**src/core/bdc_pkg.sv**
```systemverilog
// package: register map, field layout and carrier types for the dma count/control block
package bdc_pkg;
   // register offsets (byte addresses, one 32-bit word each)
   localparam logic [7:0] BDC_OFS_INIT   = 8'h00; // initial_count_register
   localparam logic [7:0] BDC_OFS_CUR    = 8'h04; // current_count_register (read only)
   localparam logic [7:0] BDC_OFS_CMD    = 8'h08; // software start/cancel command
   localparam logic [7:0] BDC_OFS_STAT   = 8'h0c; // sticky event status, write one to clear
   localparam logic [7:0] BDC_OFS_MASK   = 8'h10; // interrupt mask
   localparam logic [7:0] BDC_OFS_CTRL   = 8'h14; // request disable field and destination size
   // field positions
   localparam int BDC_SRC_LSB  = 30;
   localparam int BDC_MODE_LSB = 22;
   localparam int BDC_AR_BIT   = 21;
   localparam int BDC_EN_BIT   = 20;
   localparam int BDC_CNT_W    = 20;
   // fixed reserved fields: handshake, unit transfer, no on-the-fly
   localparam logic [5:0] BDC_FIXED_FIELDS = 6'h04;
   // command bits
   localparam int BDC_CMD_START = 0;
   localparam int BDC_CMD_CANCEL = 1;
   // status bits
   localparam int BDC_ST_UNIT = 0;
   localparam int BDC_ST_TC   = 1;
   // reset values
   localparam logic [1:0] BDC_SRC_RST  = 2'h0;
   localparam logic [1:0] BDC_MODE_RST = 2'h0;
   localparam logic [1:0] BDC_QDS_RST  = 2'h0;
   localparam logic [1:0] BDC_DST_RST  = 2'h0;
   // interrupt modes
   localparam logic [1:0] BDC_MODE_POLL = 2'h0;
   localparam logic [1:0] BDC_MODE_UNIT = 2'h2;
   localparam logic [1:0] BDC_MODE_TC   = 2'h3;
   // destination size codes and their count steps
   localparam logic [1:0] BDC_DST_HALF = 2'h1;
   localparam logic [1:0] BDC_DST_WORD = 2'h2;
   localparam logic [19:0] BDC_STEP_BYTE = 20'h00001;
   localparam logic [19:0] BDC_STEP_HALF = 20'h00002;
   localparam logic [19:0] BDC_STEP_WORD = 20'h00004;

   typedef enum logic [1:0] { BDC_IDLE, BDC_ARMED, BDC_BUSY } bdc_state_e;

   // register bus request
   typedef struct packed {
      logic [7:0]  addr;
      logic [31:0] wdata;
      logic        wr;
      logic        rd;
   } bdc_bus_s;

   // all block state except the request synchroniser flops
   typedef struct packed {
      bdc_state_e  st;
      logic [1:0]  src;
      logic [1:0]  mode;
      logic        ar;
      logic        en;
      logic [19:0] initial_transfer_count;
      logic [19:0] current_transfer_count;
      logic [1:0]  request_disable_field;
      logic [1:0]  dst;
      logic [1:0]  stat;
      logic [1:0]  mask;
      logic        unit_ack;
      logic        tc;
      logic [31:0] rdata;
   } bdc_state_s;
endpackage : bdc_pkg

```
**src/core/bdc_count_control.sv**
```systemverilog
// bridge dma channel one: transfer count and control logic with register slave
//
// Implementation choices: the address-and-strobe port and the register offsets.
`timescale 1ns/1ns
module bdc_count_control
   import bdc_pkg::*;
(
   // clock and reset
   input  wire logic        clk,
   input  wire logic        rst_n,
   // register port
   input  wire bdc_bus_s    bus,
   output logic [31:0]      rdata,
   // transfer engine side
   input  wire logic        dma_req,
   input  wire logic        unit_done,
   output logic             xfer_go,
   output logic             unit_ack,
   output logic             term_count,
   // interrupt
   output logic             irq
);

   bdc_state_s s_q;
   bdc_state_s s_d;
   logic       req_m_q;
   logic       req_s_q;
   logic [19:0] step;
   logic        start_cmd;
   logic        cancel_cmd;
   logic        launch;
   logic [1:0]  ev;
   logic        at_zero;

   // request pin synchroniser
   always_ff @(posedge clk or negedge rst_n) begin
      if (!rst_n) begin
         req_m_q <= 1'b0;
         req_s_q <= 1'b0;
      end else begin
         req_m_q <= dma_req;
         req_s_q <= req_m_q;
      end
   end

   // count step per destination size
   always_comb begin
      case (s_q.dst)
         BDC_DST_HALF: step = BDC_STEP_HALF;
         BDC_DST_WORD: step = BDC_STEP_WORD;
         default:      step = BDC_STEP_BYTE;
      endcase
   end

   assign start_cmd  = bus.wr && (bus.addr == BDC_OFS_CMD) && bus.wdata[BDC_CMD_START];
   assign cancel_cmd = bus.wr && (bus.addr == BDC_OFS_CMD) && bus.wdata[BDC_CMD_CANCEL];
   // a launch needs enable; requests also need request disable at 00
   assign launch = s_q.en && (start_cmd || (req_s_q && s_q.request_disable_field == 2'h0));
   assign at_zero = (s_q.current_transfer_count <= step);

   // next state
   always_comb begin
      s_d = s_q;
      s_d.unit_ack = 1'b0;
      s_d.tc = 1'b0;
      ev = 2'h0;
      case (s_q.st)
         BDC_IDLE: begin
            if (s_q.en) begin
               s_d.st = BDC_ARMED;
            end
         end
         BDC_ARMED: begin
            if (!s_q.en) begin
               s_d.st = BDC_IDLE;
            end else if (launch) begin
               s_d.current_transfer_count = s_q.initial_transfer_count;
               s_d.st = BDC_BUSY;
            end
         end
         BDC_BUSY: begin
            if (unit_done) begin
               s_d.unit_ack = 1'b1;
               ev[BDC_ST_UNIT] = 1'b1;
               if (at_zero) begin
                  ev[BDC_ST_TC] = 1'b1;
                  s_d.tc = 1'b1;
                  if (s_q.ar) begin
                     s_d.current_transfer_count = s_q.initial_transfer_count;
                     s_d.st = BDC_ARMED;
                  end else begin
                     s_d.current_transfer_count = 20'h00000;
                     s_d.en = 1'b0;
                     s_d.st = BDC_IDLE;
                  end
               end else begin
                  s_d.current_transfer_count = s_q.current_transfer_count - step;
               end
            end
         end
         default: s_d.st = BDC_IDLE;
      endcase
      // cancel wins over the state and enable updates
      if (cancel_cmd) begin
         s_d.en = 1'b0;
         s_d.st = BDC_IDLE;
      end
      // register writes
      if (bus.wr) begin
         case (bus.addr)
            BDC_OFS_INIT: begin
               s_d.src  = bus.wdata[BDC_SRC_LSB +: 2];
               s_d.mode = bus.wdata[BDC_MODE_LSB +: 2];
               s_d.ar   = bus.wdata[BDC_AR_BIT];
               s_d.initial_transfer_count = bus.wdata[BDC_CNT_W-1:0];
               if (!cancel_cmd) begin
                  s_d.en = bus.wdata[BDC_EN_BIT];
               end
            end
            BDC_OFS_MASK: s_d.mask = bus.wdata[1:0];
            BDC_OFS_CTRL: begin
               s_d.request_disable_field = bus.wdata[1:0];
               s_d.dst = bus.wdata[5:4];
            end
            default: ;
         endcase
      end
      // sticky status: set wins over write-one clear, gated by mode
      if (bus.wr && bus.addr == BDC_OFS_STAT) begin
         s_d.stat = s_q.stat & ~bus.wdata[1:0];
      end
      if (s_q.mode == BDC_MODE_UNIT) begin
         s_d.stat[BDC_ST_UNIT] = s_d.stat[BDC_ST_UNIT] | ev[BDC_ST_UNIT];
      end
      if (s_q.mode == BDC_MODE_TC) begin
         s_d.stat[BDC_ST_TC] = s_d.stat[BDC_ST_TC] | ev[BDC_ST_TC];
      end
      // read data, one cycle later
      s_d.rdata = 32'h00000000;
      if (bus.rd) begin
         case (bus.addr)
            BDC_OFS_INIT: s_d.rdata = {s_q.src, BDC_FIXED_FIELDS, s_q.mode, s_q.ar,
                                       s_q.en, s_q.initial_transfer_count};
            BDC_OFS_CUR:  s_d.rdata = {s_q.src, BDC_FIXED_FIELDS, s_q.mode, s_q.ar,
                                       s_q.en, s_q.current_transfer_count};
            BDC_OFS_STAT: s_d.rdata = {30'h00000000, s_q.stat};
            BDC_OFS_MASK: s_d.rdata = {30'h00000000, s_q.mask};
            BDC_OFS_CTRL: s_d.rdata = {26'h0000000, s_q.dst, 2'h0, s_q.request_disable_field};
            default:      s_d.rdata = 32'h00000000;
         endcase
      end
   end

   // state register
   always_ff @(posedge clk or negedge rst_n) begin
      if (!rst_n) begin
         s_q <= '{st: BDC_IDLE, src: BDC_SRC_RST, mode: BDC_MODE_RST, ar: 1'b0, en: 1'b0,
                  initial_transfer_count: 20'h00000, current_transfer_count: 20'h00000, request_disable_field: BDC_QDS_RST, dst: BDC_DST_RST,
                  stat: 2'h0, mask: 2'h0, unit_ack: 1'b0, tc: 1'b0, rdata: 32'h00000000};
      end else begin
         s_q <= s_d;
      end
   end

   // outputs
   assign rdata      = s_q.rdata;
   assign xfer_go    = (s_q.st == BDC_BUSY);
   assign unit_ack   = s_q.unit_ack;
   assign term_count = s_q.tc;
   assign irq        = |(s_q.stat & s_q.mask);

   // assertions
   a_no_move_disabled: assert property (@(posedge clk) disable iff (!rst_n)
      (s_q.st == BDC_ARMED && !s_q.en) |=> (s_q.st != BDC_BUSY))
      else $error("busy without enable");
   a_cancel_clears_en: assert property (@(posedge clk) disable iff (!rst_n)
      cancel_cmd |=> (!s_q.en && s_q.st == BDC_IDLE))
      else $error("cancel did not clear enable");
   a_tc_clears_en: assert property (@(posedge clk) disable iff (!rst_n)
      (s_q.st == BDC_BUSY && unit_done && at_zero && !s_q.ar && !cancel_cmd && !bus.wr)
      |=> !s_q.en)
      else $error("enable kept at terminal count");
   a_reload_keeps_en: assert property (@(posedge clk) disable iff (!rst_n)
      (s_q.st == BDC_BUSY && unit_done && at_zero && s_q.ar && !cancel_cmd && !bus.wr)
      |=> (s_q.en && s_q.current_transfer_count == $past(s_q.initial_transfer_count) && s_q.st == BDC_ARMED))
      else $error("auto-reload failed");
   a_wait_relaunch: assert property (@(posedge clk) disable iff (!rst_n)
      (s_q.st == BDC_ARMED && !launch) |=> (s_q.st != BDC_BUSY))
      else $error("moved without start or request");
   a_count_step: assert property (@(posedge clk) disable iff (!rst_n)
      (s_q.st == BDC_BUSY && unit_done && !at_zero && !cancel_cmd)
      |=> (s_q.current_transfer_count == $past(s_q.current_transfer_count) - $past(step)))
      else $error("count step wrong");
   a_launch_loads: assert property (@(posedge clk) disable iff (!rst_n)
      (s_q.st == BDC_ARMED && launch && !cancel_cmd)
      |=> (s_q.st == BDC_BUSY && s_q.current_transfer_count == $past(s_q.initial_transfer_count)))
      else $error("launch did not load count");
   a_poll_no_irq: assert property (@(posedge clk) disable iff (!rst_n)
      (s_q.mode == BDC_MODE_POLL && s_q.stat == 2'h0) |=> ##0 (s_q.stat == 2'h0))
      else $error("status set in polling mode");
   a_fixed_fields: assert property (@(posedge clk) disable iff (!rst_n)
      (bus.rd && bus.addr == BDC_OFS_INIT) |=> (rdata[29:24] == 6'h04
      && rdata[31:30] == $past(s_q.src)))
      else $error("fixed fields wrong");

   // every counted unit is acknowledged on the next cycle
   a_ack_follows_unit: assert property (@(posedge clk) disable iff (!rst_n)
      (s_q.st == BDC_BUSY && unit_done)
      |=> unit_ack)
      else $error("unit not acknowledged");

   // a unit_done outside a busy channel is ignored
   a_ack_only_busy: assert property (@(posedge clk) disable iff (!rst_n)
      (s_q.st != BDC_BUSY)
      |=> !unit_ack)
      else $error("unit acknowledged while not busy");

   // the terminal-count pulse follows the last unit
   a_tc_pulse_zero: assert property (@(posedge clk) disable iff (!rst_n)
      (s_q.st == BDC_BUSY && unit_done && at_zero)
      |=> term_count)
      else $error("terminal count pulse missing");

   // no terminal-count pulse without the last unit
   a_tc_only_zero: assert property (@(posedge clk) disable iff (!rst_n)
      !(s_q.st == BDC_BUSY && unit_done && at_zero)
      |=> !term_count)
      else $error("spurious terminal count pulse");

   // without reload the channel parks idle with an empty count
   a_tc_count_zero: assert property (@(posedge clk) disable iff (!rst_n)
      (s_q.st == BDC_BUSY && unit_done && at_zero && !s_q.ar && !cancel_cmd)
      |=> (s_q.current_transfer_count == 20'h00000 && s_q.st == BDC_IDLE))
      else $error("channel not parked at terminal count");

   // per-unit mode flags every unit moved
   a_unit_status_set: assert property (@(posedge clk) disable iff (!rst_n)
      (s_q.mode == BDC_MODE_UNIT && s_q.st == BDC_BUSY && unit_done)
      |=> s_q.stat[BDC_ST_UNIT])
      else $error("unit event not flagged");

   // terminal mode flags the terminal count
   a_tc_status_set: assert property (@(posedge clk) disable iff (!rst_n)
      (s_q.mode == BDC_MODE_TC && s_q.st == BDC_BUSY && unit_done && at_zero)
      |=> s_q.stat[BDC_ST_TC])
      else $error("terminal event not flagged");

   // per-unit mode never raises the terminal flag by itself
   a_unit_mode_no_tc: assert property (@(posedge clk) disable iff (!rst_n)
      (s_q.mode == BDC_MODE_UNIT && !s_q.stat[BDC_ST_TC])
      |=> !s_q.stat[BDC_ST_TC])
      else $error("terminal flag set in unit mode");

   // an unmasked terminal flag holds the interrupt line up
   a_irq_unmasked: assert property (@(posedge clk) disable iff (!rst_n)
      (s_q.stat[BDC_ST_TC] && s_q.mask[BDC_ST_TC])
      |-> irq)
      else $error("interrupt missing");

   // a fully masked channel keeps the interrupt line low
   a_irq_masked: assert property (@(posedge clk) disable iff (!rst_n)
      (s_q.mask == 2'h0)
      |-> !irq)
      else $error("interrupt while masked");

   // a disabled channel never starts moving data
   a_go_needs_en: assert property (@(posedge clk) disable iff (!rst_n)
      (s_q.st != BDC_BUSY && !s_q.en)
      |=> !xfer_go)
      else $error("transfer started while disabled");

   // a synchronised request launches an armed channel
   a_req_launches: assert property (@(posedge clk) disable iff (!rst_n)
      (s_q.st == BDC_ARMED && s_q.en && req_s_q && s_q.request_disable_field == 2'h0 && !cancel_cmd)
      |=> xfer_go)
      else $error("request not serviced");

   // requests are refused while the request disable field is non-zero
   a_req_gated_qds: assert property (@(posedge clk) disable iff (!rst_n)
      (s_q.st == BDC_ARMED && !start_cmd && s_q.request_disable_field != 2'h0)
      |=> !xfer_go)
      else $error("request serviced while disabled");

   // the current count word reads back the live count and enable
   a_cur_readback: assert property (@(posedge clk) disable iff (!rst_n)
      (bus.rd && bus.addr == BDC_OFS_CUR)
      |=> (rdata[19:0] == $past(s_q.current_transfer_count) && rdata[20] == $past(s_q.en)))
      else $error("current count read wrong");

   // read data stands only in the cycle after a read strobe
   a_rdata_quiet: assert property (@(posedge clk) disable iff (!rst_n)
      !bus.rd
      |=> (rdata == 32'h00000000))
      else $error("read data without read strobe");

endmodule : bdc_count_control

```
**config.mk**
```make
export PLATFORM = sky130hd
export DESIGN_NAME = bdc_count_control
export DESIGN_NICKNAME = d
export VERILOG_FILES = /design/src/core/bdc_pkg.sv /design/src/core/bdc_count_control.sv
export SDC_FILE = /design/constraint.sdc
export NUM_CORES = 1
export LEC_CHECK = 0
export BUFFER_PORTS_ARGS = -buffer_cell sky130_fd_sc_hd__buf_2
export CAP_MARGIN = 10
export CORE_MARGIN = 2
export CORE_UTILIZATION = 60
export DETAILED_ROUTE_END_ITERATION = 10
export GPL_TIMING_DRIVEN = 0
export MAX_ROUTING_LAYER = met4
export PLACE_DENSITY = 0.94
export SLEW_MARGIN = 20
export SYNTH_ARGS = -nofsm -noshare
export SYNTH_HDL_FRONTEND = slang
export SYNTH_SLANG_ARGS = --single-unit
```
**constraint.sdc**
```tcl
create_clock -name clk -period 6.1 [get_ports clk]
set_input_delay 0.61 -clock clk [delete_from_list [all_inputs] [get_ports clk]]
set_output_delay 0.61 -clock clk [all_outputs]
set_load 0.02 [all_outputs]
```
==> results of run 1 <==
[state kept, by name, summed over array words and instances, names as in the netlist]
register    flops
rdata          27
req_m_q         1
req_s_q         1
s_q            56
term_count      1
unit_ack        1
[area by class of cell]
| type | count | area (um2) | share of cell area |
|---|---|---|---|
| inverter | 20 | 75.1 | 0.0145 |
| tap | 99 | 124 | 0.0239 |
| buffer | 55 | 338 | 0.0651 |
| clock buffer | 10 | 138 | 0.0265 |
| timing repair buffer | 71 | 380 | 0.0733 |
| clock inverter | 6 | 68.8 | 0.0133 |
| sequential | 87 | 2180 | 0.419 |
| multi-input combinational | 265 | 1890 | 0.364 |
[cells by family (layout without fill, tap and decap cells)]
kind of cell,after synthesis,count (layout),synth area share
compound gates,78,78,0.133
xor+xnor,1,1,0.00196
fa+ha+maj,6,6,0.0185
buf+inv,75,162,0.0925
flops,87,87,0.488
mux,50,50,0.121
other cells,1,5,0.000840
simple gates,125,125,0.145
[power by group through the flow]
stage	logic [W]	registers, W	clock network [W]
after CTS	0.000157	0.000648	0.000422
after detailed placement	0.000156	0.000659	0
final	0.000158	0.000651	0.000419
after floorplan	0.000104	0.000646	0
after global routing	0.000176	0.000654	0.000445
after global placement	0.000144	0.000655	0
[worst paths after layout]
| path | slack (ns) | endpoint | cells past startpoint |
|---|---|---|---|
| worst max-delay path | 2.87 | s_q[52]$_DFFE_PN0P_ | 11 |
| worst min-delay path | 0.16 | s_q[86]$_DFFE_PN0P_ | 1 |
| worst max register to register | 2.87 | s_q[52]$_DFFE_PN0P_ | 11 |
| worst min register to register | 0.36 | req_s_q$_DFF_PN0_ | 0 |
| max in group asynchronous | 5.33 | s_q[38]$_DFFE_PN0P_ | 2 |
| min in group clk | 0.36 | req_s_q$_DFF_PN0_ | 0 |
[critical path, stage by stage, from the launching register on]
cell and delay (ns):
dfrtp_1 0.39, inv_1 0.07, ha_1 0.29, ha_1 0.15
inv_1 0.06, fa_1 0.40, a21o_1 0.26, or4_1 0.47
buf_2 0.19, o311ai_0 0.32, o21ai_0 0.21, a221o_1 0.30
[metrics by stage]
stage	total power, W	hold slack [ns]	area, um2	utilization
floorplan	0.000750	0.314	4480	-
global placement	0.000799	0.335	4950	0.687
detailed placement	0.000815	0.337	4980	0.691
CTS	0.00123	0.163	5190	0.719
global route	0.00128	0.175	5190	0.719
finish	0.00123	0.159	5190	0.719
[metal layers]
layer | wire [um] | vias up
met5 | 0 | -
met2 | 5390 | 215
met3 | 807 | 31
met4 | 282 | 0
met1 | 4280 | 1770
li1 | - | 1666
[cells in the final DEF, fill, tap and decap left out, types with 2 or more instances in the layout]
cell type | Yosys | routed
dfrtp_1 | 87 | 87
buf_2 | 3 | 72
buf_4 | 34 | 35
mux2_2 | 31 | 31
nor2_1 | 27 | 27
nand2_1 | 27 | 27
inv_1 | 20 | 20
mux2i_1 | 19 | 19
clkbuf_1 | 16 | 16
and3_1 | 13 | 13
nand3_1 | 13 | 13
o21ai_0 | 13 | 13
a21oi_1 | 13 | 13
nor3_1 | 12 | 12
a221o_1 | 11 | 11
clkbuf_8 | 0 | 10
or4_1 | 5 | 5
ha_1 | 5 | 5
conb_1 | 1 | 5
nand4_1 | 4 | 4
a22o_1 | 4 | 4
a21o_1 | 4 | 4
a211o_1 | 4 | 4
o211ai_1 | 4 | 4
nand3b_1 | 3 | 3
or3_1 | 3 | 3
o311ai_0 | 3 | 3
a31oi_1 | 3 | 3
o2bb2ai_1 | 3 | 3
a32oi_1 | 3 | 3
and2_1 | 2 | 2
buf_1 | 2 | 2
nand2b_1 | 2 | 2
a32o_1 | 2 | 2
nor3b_1 | 2 | 2
and4_1 | 2 | 2
nor4_1 | 2 | 2
o22a_1 | 2 | 2
clkinv_4 | 0 | 2
==> results_dict.tcl, run 1 <==
set metrics [dict create \
    power_density_nw_per_um2 237 \
    drive_above_1_share 0.311 \
    clock_path_buffers 2 \
    synth_top_cell_by_area "dfrtp_1" \
    worstHoldPathType "in -> async" \
    insertedDiodeCount 0 \
    synth_top_area_share 0.488 \
    routedWlPerCell_um 17.5 \
    power.share.clock 0.341 \
    gp_congestion 0.899 \
    setup_viol 0 \
    use_met2 0.442 \
    vias 3682 \
    setup.worst_path.start_class "flip-flop" \
    drc 0 \
    drt_first_pass_iters 5 \
    synth_cell_type_count 56 \
    syn_area_um2 4460 \
    critPathArrivalTime_ns 3.49 \
    pin_count 82 \
    gr-total-overflow 0 \
    numCtsBuffers 9 \
    cts.clk_slew.worst_paths_ns 0.10 \
    vdd_drop_max_v 0.000163 \
    start_util 0.619 \
    clock-skew-final_ns 0.0156 \
    die_y_um 90.3 \
    drv_cap 0 \
    clock-sinks 87 \
    grt_max_degree 59 \
    post_cts_buffers 0 \
    rr_startpoint "s_q[38]$_DFFE_PN0P_" \
    core_um2 7210 \
    post-dp-hpwl_um 7610 \
    power_switching_w 0.000345 \
    routed_wl_um 10800 \
    comb_power_share 0.129 \
    cp_max_fo 7 \
    rows 31 \
    ant_nets 0 \
    internal_power_w 0.000882 \
    p_leak_nw 2.61 \
    syn_inst 423 \
    synth_most_common_cell "dfrtp_1" \
    slew_headroom 0.431 \
    async_flop_share 1.00 \
    fin_crit_ns 3.23 \
    end_kind "flip-flop" \
    crit_type "reg -> reg" \
    placedCellCount 597 \
    antenna_found_initial 0 \
    yosys_warnings 0 \
    cts_tree "built" \
    cts.repair.resized 0 \
    synthTopCellsByCount "87 x dfrtp_1, 34 x buf_4, 31 x mux2_2, 27 x nand2_1, 27 x nor2_1" \
    io_buffers 70 \
    drt_iter0_markers 410 \
    finalCritPeriodShare 0.529 \
    global_route.usage.met1 0.350 \
    seq_area_frac_synth 0.488 \
    rsz0062_at_grt "no" \
    via_per_inst 6.01 \
    dieArea_um2 8150 \
    layout.cells.non_filler 613 \
    final_nets 561 \
    slew_violations 0 \
    dp_slack_ns 2.94 \
    status "complete, no violations" \
    worst_slew_pin_slew_ns 0.854 \
    ys_seq_elements 87 \
    synth_area_per_cell_um2 10.6 \
    synth-edff-count 0 \
    grt_usage 0.280 \
    fin_ws_ns 2.87 \
    crit_path_start "s_q[38]$_DFFE_PN0P_" \
    p_sw_frac 0.281 \
    synth_flop_cell "dfrtp_1" \
    cts_hold_buf 0 \
    grt_pass1_vias 3622 \
    pwr-share-seq 0.530 \
    fillCellCount 535 \
    yosys-top-cells-area "dfrtp_1 49%, mux2_2 7.8%, buf_4 5.7%" \
    cp_data_required_time_ns 6.36 \
    area_growth_pct 16.3 \
    fmaxAchievable_mhz 310 \
    final-hold-violation-count 0 \
    htree_num_levels 3 \
    cts-root-buf "clkbuf_8" \
    fin_setup_tns_ns 0 \
    clk_latency_ns 0.37 \
    met3_usage 0.0476 \
    die_w_um 90.3 \
    top_usage_layer "met2" \
    grt_first_pass_wirelength_um 17600 \
]
Note: power is estimated with default switching activity, not from simulation.
==> run 2: changes to the inputs <==
--- a/config.mk
+++ b/config.mk
@@ -8,11 +8,11 @@
 export BUFFER_PORTS_ARGS = -buffer_cell sky130_fd_sc_hd__buf_2
 export CAP_MARGIN = 10
 export CORE_MARGIN = 2
-export CORE_UTILIZATION = 60
+export CORE_UTILIZATION = 56
 export DETAILED_ROUTE_END_ITERATION = 10
 export GPL_TIMING_DRIVEN = 0
 export MAX_ROUTING_LAYER = met4
-export PLACE_DENSITY = 0.94
+export PLACE_DENSITY = 0.89
 export SLEW_MARGIN = 20
 export SYNTH_ARGS = -nofsm -noshare
 export SYNTH_HDL_FRONTEND = slang
==> constraint.sdc (replaced) <==
create_clock -name clk -period 3.3 [get_ports clk]
set_input_delay 0.33 -clock clk [delete_from_list [all_inputs] [get_ports clk]]
set_output_delay 0.33 -clock clk [all_outputs]
set_load 0.02 [all_outputs]
==> run 2 against run 1 <==
Via count shrank 0.24%. Cell count up 0.49%. Setup slack worse by 2.7 ns. Flip-flop and latch count unchanged. Power rose by 87%. Wire length shrank 3.3%. Count of clock-buffer cells in the layout grew 2. Maximum frequency is 2.0% higher. Sequential power grew 84%. Register-to-register slack worse by 2.7 ns.
==> results_dict.tcl, run 2 (synthesis results as in run 1) <==
set metrics [dict create \
    drt_iter0_markers 499 \
    fmaxAchievable_mhz 316 \
    setup_viol 0 \
    power_switching_w 0.000598 \
    rr_endpoint "s_q[58]$_DFFE_PN0P_" \
    grt_first_pass_wirelength_um 17200 \
    wl_met1_um 4160 \
    rsz0062_at_grt "no" \
    drive_above_1_share 0.305 \
    clk_latency_ns 0.36 \
    die_y_um 93.3 \
    core_um2 7730 \
    fin_util 0.673 \
    path_cells "inv_1 -> ha_1 -> ha_1 -> inv_1 -> fa_1 -> a21o_1 -> or4_1 -> buf_2 -> nor3_1 -> a221o_1" \
    cts.repair.resized 0 \
    end_kind "flip-flop" \
    insertedDiodeCount 0 \
    antenna_found_initial 0 \
    crit_path_start "s_q[38]$_DFFE_PN0P_" \
    gp_congestion 0.914 \
    fillCellCount 589 \
    internal_power_w 0.00170 \
    area_growth_pct 16.5 \
    hold_depth 1 \
    post-dp-hpwl_um 7330 \
    cts.clk_slew.worst_paths_ns 0.08 \
    regMostFlops "s_q" \
    p_leak_nw 2.61 \
    drv_cap 0 \
    numCtsBuffers 9 \
    hold_slack_ns 0.0847 \
    layout_commonest_cell "dfrtp_1" \
    dieArea_um2 8700 \
    power.share.clock 0.351 \
    drc 0 \
    ant_nets 0 \
    gr-total-overflow 0 \
    min-delay-start "dma_req" \
    setup.worst_path.start_class "flip-flop" \
    power_density_nw_per_um2 442 \
    grt_usage 0.261 \
    start_util 0.578 \
    worst_slew_pin_slew_ns 0.772 \
    vdd_drop_max_v 0.000240 \
    grt_max_degree 45 \
    die_w_um 93.3 \
    routedWlPerCell_um 16.9 \
    route.met2.wl_um 5130 \
    routed_wl_um 10400 \
    ff2ff_setup_slack_ns 0.13 \
    dr.max_layer_used "met4" \
    clock-skew-final_ns 0.0116 \
    final-hold-violation-count 0 \
    slew_headroom 0.485 \
    largest_reg_flops 56 \
    clock_path_buffers 2 \
    status "complete, no violations" \
    route.met3.wl_um 820 \
    htree_num_levels 3 \
    p_sw_frac 0.260 \
    cp_data_required_time_ns 3.60 \
    via_per_inst 5.96 \
    mostFrequentLayoutCells "87 x dfrtp_1, 72 x buf_2, 35 x buf_4, 31 x mux2_2" \
    critPathArrivalTime_ns 3.47 \
    rr_worst_depth 10 \
    worstHoldPathType "in -> reg" \
    min_to "req_m_q$_DFF_PN0_" \
    critical_path.max_stage_delay_ns 0.54 \
    slowest_stage "nor3_1" \
    finalCritPeriodShare 0.959 \
    cts-root-buf "clkbuf_8" \
    fin_crit_ns 3.17 \
    cp_max_fo 7 \
    vias 3673 \
    fin_setup_tns_ns 0 \
    pwr-share-seq 0.522 \
    clock-sinks 87 \
    post_cts_buffers 0 \
    io_buffers 70 \
    drt_first_pass_iters 5 \
    pin_count 82 \
    comb_power_share 0.127 \
    rows 32 \
    cts_hold_buf 1 \
    crit_type "reg -> reg" \
    final_nets 562 \
    slew_violations 0 \
    rr_startpoint "s_q[38]$_DFFE_PN0P_" \
    cts_tree "built" \
    grt_pass1_vias 3610 \
]
-- run 2: cell types whose count changed in the layout (fill, tap and decap cells not counted), sizes merged --
cell,delta
bufinv,+1
dlygate4sd3,+1
inv,-1
clkbuf,+2
clkinv,-3
-- run 2: area by class of cell --
cell class                      count  area [um2]  share of cell area
Tap cell                          102         128              0.0245
Sequential cell                    87        2180               0.418
Buffer                             55         338              0.0649
Clock buffer                       12         145              0.0279
Clock inverter                      3        67.6              0.0130
Timing Repair Buffer               72         383              0.0736
Inverter                           20        75.1              0.0144
Multi-Input combinational cell    265        1890               0.363
-- run 2: power groups by stage --
stage                     Clock (W)  Sequential [W]  Combinational (W)
after floorplan                   0         0.00119           0.000192
after global placement            0         0.00121           0.000266
after detailed placement          0         0.00122           0.000284
after CTS                  0.000808         0.00120           0.000290
after global routing       0.000851         0.00121           0.000324
final                      0.000806         0.00120           0.000292
-- run 2: per-stage QoR --
step | instance area (um2) | cells | total power [W] | setup WS (ns)
6_report | 5200 | 616 | 0.00230 | 0.134
5_1_grt | 5200 | 616 | 0.00238 | 0.0123
4_1_cts | 5200 | 616 | 0.00230 | 0.218
3_5_place_dp | 4980 | 600 | 0.00150 | 0.255
3_3_place_gp | 4960 | 599 | 0.00148 | 0.282
2_1_floorplan | 4480 | 427 | 0.00139 | 0.509
-- run 2: worst max-delay path by stage --
stage	endpoint	slack [ns]	cells after the start
final	s_q[58]$_DFFE_PN0P_	0.13	10
after global routing	s_q[57]$_DFFE_PN0P_	0.01	12
after CTS	s_q[60]$_DFFE_PN0P_	0.22	11
after detailed placement	s_q[42]$_DFFE_PN0P_	0.25	12
after global placement	s_q[58]$_DFFE_PN0P_	0.28	10
after floorplan	s_q[52]$_DFFE_PN0P_	0.51	11
-- run 2: per-layer routing --
layer  vias to the layer above  GRT usage
met5                         -          -
met4                         0      0.120
met3                        36     0.0435
met2                       192      0.421
met1                      1779      0.324
li1                       1666          -
-- run 2: worst max-delay path: cells and delay by family, from the launching register on --
family | cells | cell delay (ns)
fa+ha+maj | 3 | 0.84
simple gates | 2 | 1.02
buf+inv | 3 | 0.32
compound gates | 2 | 0.54
flops | 1 | 0.39
==> run 3: changes to the inputs <==
--- a/config.mk
+++ b/config.mk
@@ -7,12 +7,14 @@
 export LEC_CHECK = 0
 export BUFFER_PORTS_ARGS = -buffer_cell sky130_fd_sc_hd__buf_2
 export CAP_MARGIN = 10
+export CELL_PAD_IN_SITES_DETAIL_PLACEMENT = 2
+export CELL_PAD_IN_SITES_GLOBAL_PLACEMENT = 2
 export CORE_MARGIN = 2
-export CORE_UTILIZATION = 56
+export CORE_UTILIZATION = 35
 export DETAILED_ROUTE_END_ITERATION = 10
 export GPL_TIMING_DRIVEN = 0
 export MAX_ROUTING_LAYER = met4
-export PLACE_DENSITY = 0.89
+export PLACE_DENSITY = 0.88
 export SLEW_MARGIN = 20
 export SYNTH_ARGS = -nofsm -noshare
 export SYNTH_HDL_FRONTEND = slang
==> run 3 against run 2 <==
Setup slack got worse by 0.0028 ns. Cell area increased by 3.8%. Count of clock-buffer cells in the layout unchanged. Wire length increased by 34%. Cell count increased by 11%. Clock skew decreased by 0.0076 ns. Maximum frequency about the same. Utilization decreased by 24 points. Hold slack improved by 0.011 ns. Combinational power increased by 7%.
==> results_dict.tcl, run 3 (synthesis results as in run 1) <==
set metrics [dict create \
    insertedDiodeCount 0 \
    drt_first_pass_iters 4 \
    fin_crit_ns 3.17 \
    post-dp-hpwl_um 9990 \
    slew_headroom 0.452 \
    worst_slew_pin_slew_ns 0.822 \
    dieArea_um2 13700 \
    end_kind "flip-flop" \
    final-hold-violation-count 0 \
    finalInstanceArea_um2 5400 \
    rr_worst_depth 11 \
    cts_tree "built" \
    rows 41 \
    cts-root-buf "clkbuf_16" \
    numCtsBuffers 9 \
    io_buffers 70 \
    clock_path_buffers 2 \
    routed_wl_um 14000 \
    hold_depth 1 \
    die_w_um 117 \
    grt_max_degree 56 \
    rr_endpoint "s_q[60]$_DFFE_PN0P_" \
    vias 3669 \
    regMostFlops "s_q" \
    critPathArrivalTime_ns 3.44 \
    dpl_cell_area_um2 5070 \
    gr-total-overflow 0 \
    p_leak_nw 2.66 \
    min-delay-start "dma_req" \
    area_growth_pct 21.0 \
    htree_num_levels 3 \
    status "complete, no violations" \
    via_per_inst 5.35 \
    layout_commonest_cell "dfrtp_1" \
    setup.worst_path.start_class "flip-flop" \
    fin_setup_tns_ns 0 \
    gp_congestion 0.829 \
    clk_latency_ns 0.35 \
    fmaxAchievable_mhz 316 \
    cts.clk_slew.worst_paths_ns 0.06 \
    die_y_um 117 \
    cp_data_required_time_ns 3.57 \
    grt_first_pass_wirelength_um 22400 \
    clock-sinks 87 \
    antenna_found_initial 0 \
    routedWlPerCell_um 20.4 \
    vdd_drop_max_v 0.000223 \
    grt_usage 0.225 \
    worstHoldPathType "in -> reg" \
    mostFrequentLayoutCells "87 x dfrtp_1, 72 x buf_2, 34 x buf_4, 31 x mux2_2" \
    setup_viol 0 \
    ant_nets 0 \
    cp_max_fo 7 \
    critical_path.max_stage_delay_ns 0.46 \
    ff2ff_setup_slack_ns 0.13 \
    core_um2 12500 \
    rr_startpoint "s_q[38]$_DFFE_PN0P_" \
    grt_pass1_vias 4174 \
    fillCellCount 1377 \
    drt_iter0_markers 204 \
    pin_count 82 \
    power_density_nw_per_um2 473 \
    finalCritPeriodShare 0.960 \
    worst-path-buf-inv 3 \
    min_to "req_m_q$_DFF_PN0_" \
    path_cells "inv_1 -> ha_1 -> ha_1 -> inv_1 -> fa_1 -> a21o_2 -> or4_1 -> buf_2 -> or3_1 -> a31oi_2 -> a2bb2oi_2" \
    crit_type "reg -> reg" \
    drive_above_1_share 0.315 \
    slew_violations 0 \
    final_nets 562 \
    clock-skew-final_ns 0.00407 \
    slowest_stage "or4_1" \
    post_cts_buffers 0 \
    largest_reg_flops 56 \
    drv_cap 0 \
    drc 0 \
    critical-path-top-delay-family "adder cells" \
    start_util 0.357 \
]
==> run 3: cell count changes in the layout (fill, tap and decap cells not counted), sizes merged <==
cell      previous run  this run
clkinv               0         2
clkinvlp             1         0
bufinv               2         1
==> run 3: power by group <==
part	switching [W]	internal, W
Sequential	0.0000815	0.00113
Combinational	0.000174	0.000137
Clock	0.000433	0.000604
Total	0.000689	0.00187
==> run 3: area by class of cell <==
| cell class | count | area [um2] | share of cell area |
|---|---|---|---|
| well taps | 172 | 215 | 0.0398 |
| inverters | 20 | 75.1 | 0.0139 |
| multi-input cells | 265 | 1910 | 0.354 |
| plain buffers | 55 | 342 | 0.0632 |
| clock inverters | 3 | 43.8 | 0.00811 |
| repair buffers | 72 | 390 | 0.0723 |
| clock buffers | 12 | 246 | 0.0456 |
| flip-flops and latches | 87 | 2180 | 0.403 |
==> run 3: worst max-delay path by stage <==
stage,start,to,cells after the start
after global routing,s_q[38]$_DFFE_PN0P_,s_q[60]$_DFFE_PN0P_,11
after floorplan,s_q[38]$_DFFE_PN0P_,s_q[52]$_DFFE_PN0P_,11
final,s_q[38]$_DFFE_PN0P_,s_q[60]$_DFFE_PN0P_,11
after CTS,s_q[38]$_DFFE_PN0P_,s_q[56]$_DFFE_PN0P_,10
after global placement,s_q[38]$_DFFE_PN0P_,s_q[54]$_DFFE_PN0P_,10
after detailed placement,s_q[38]$_DFFE_PN0P_,s_q[56]$_DFFE_PN0P_,10
==> run 3: per-layer routing <==
metal,vias to the layer above,GRT usage,share of wire,wire [um]
met5,-,-,0,0
met4,0,0.0855,0.021,290
met3,18,0.0381,0.033,463
met2,77,0.370,0.51,7100
met1,1911,0.278,0.44,6120
li1,1663,-,-,-
==> run 3: timing repair <==
action | CTS | global route
setup endpoints to repair | 0 | 10
hold buffers | 1 | 0
hold endpoints to repair | 32 | 0
gates resized for setup | 0 | 7
==> run 3: per-stage QoR <==
step	hold slack, ns	utilization	setup slack (ns)	total power, W	std cells
final	0.0957	0.432	0.132	0.00256	686
after global routing	0.0783	0.432	-0.0226	0.00266	686
after CTS	0.0844	0.429	0.0699	0.00257	686
after detailed placement	0.314	0.405	0.135	0.00153	670
after global placement	0.335	0.403	0.203	0.00149	669
after floorplan	0.0344	-	0.509	0.00139	427
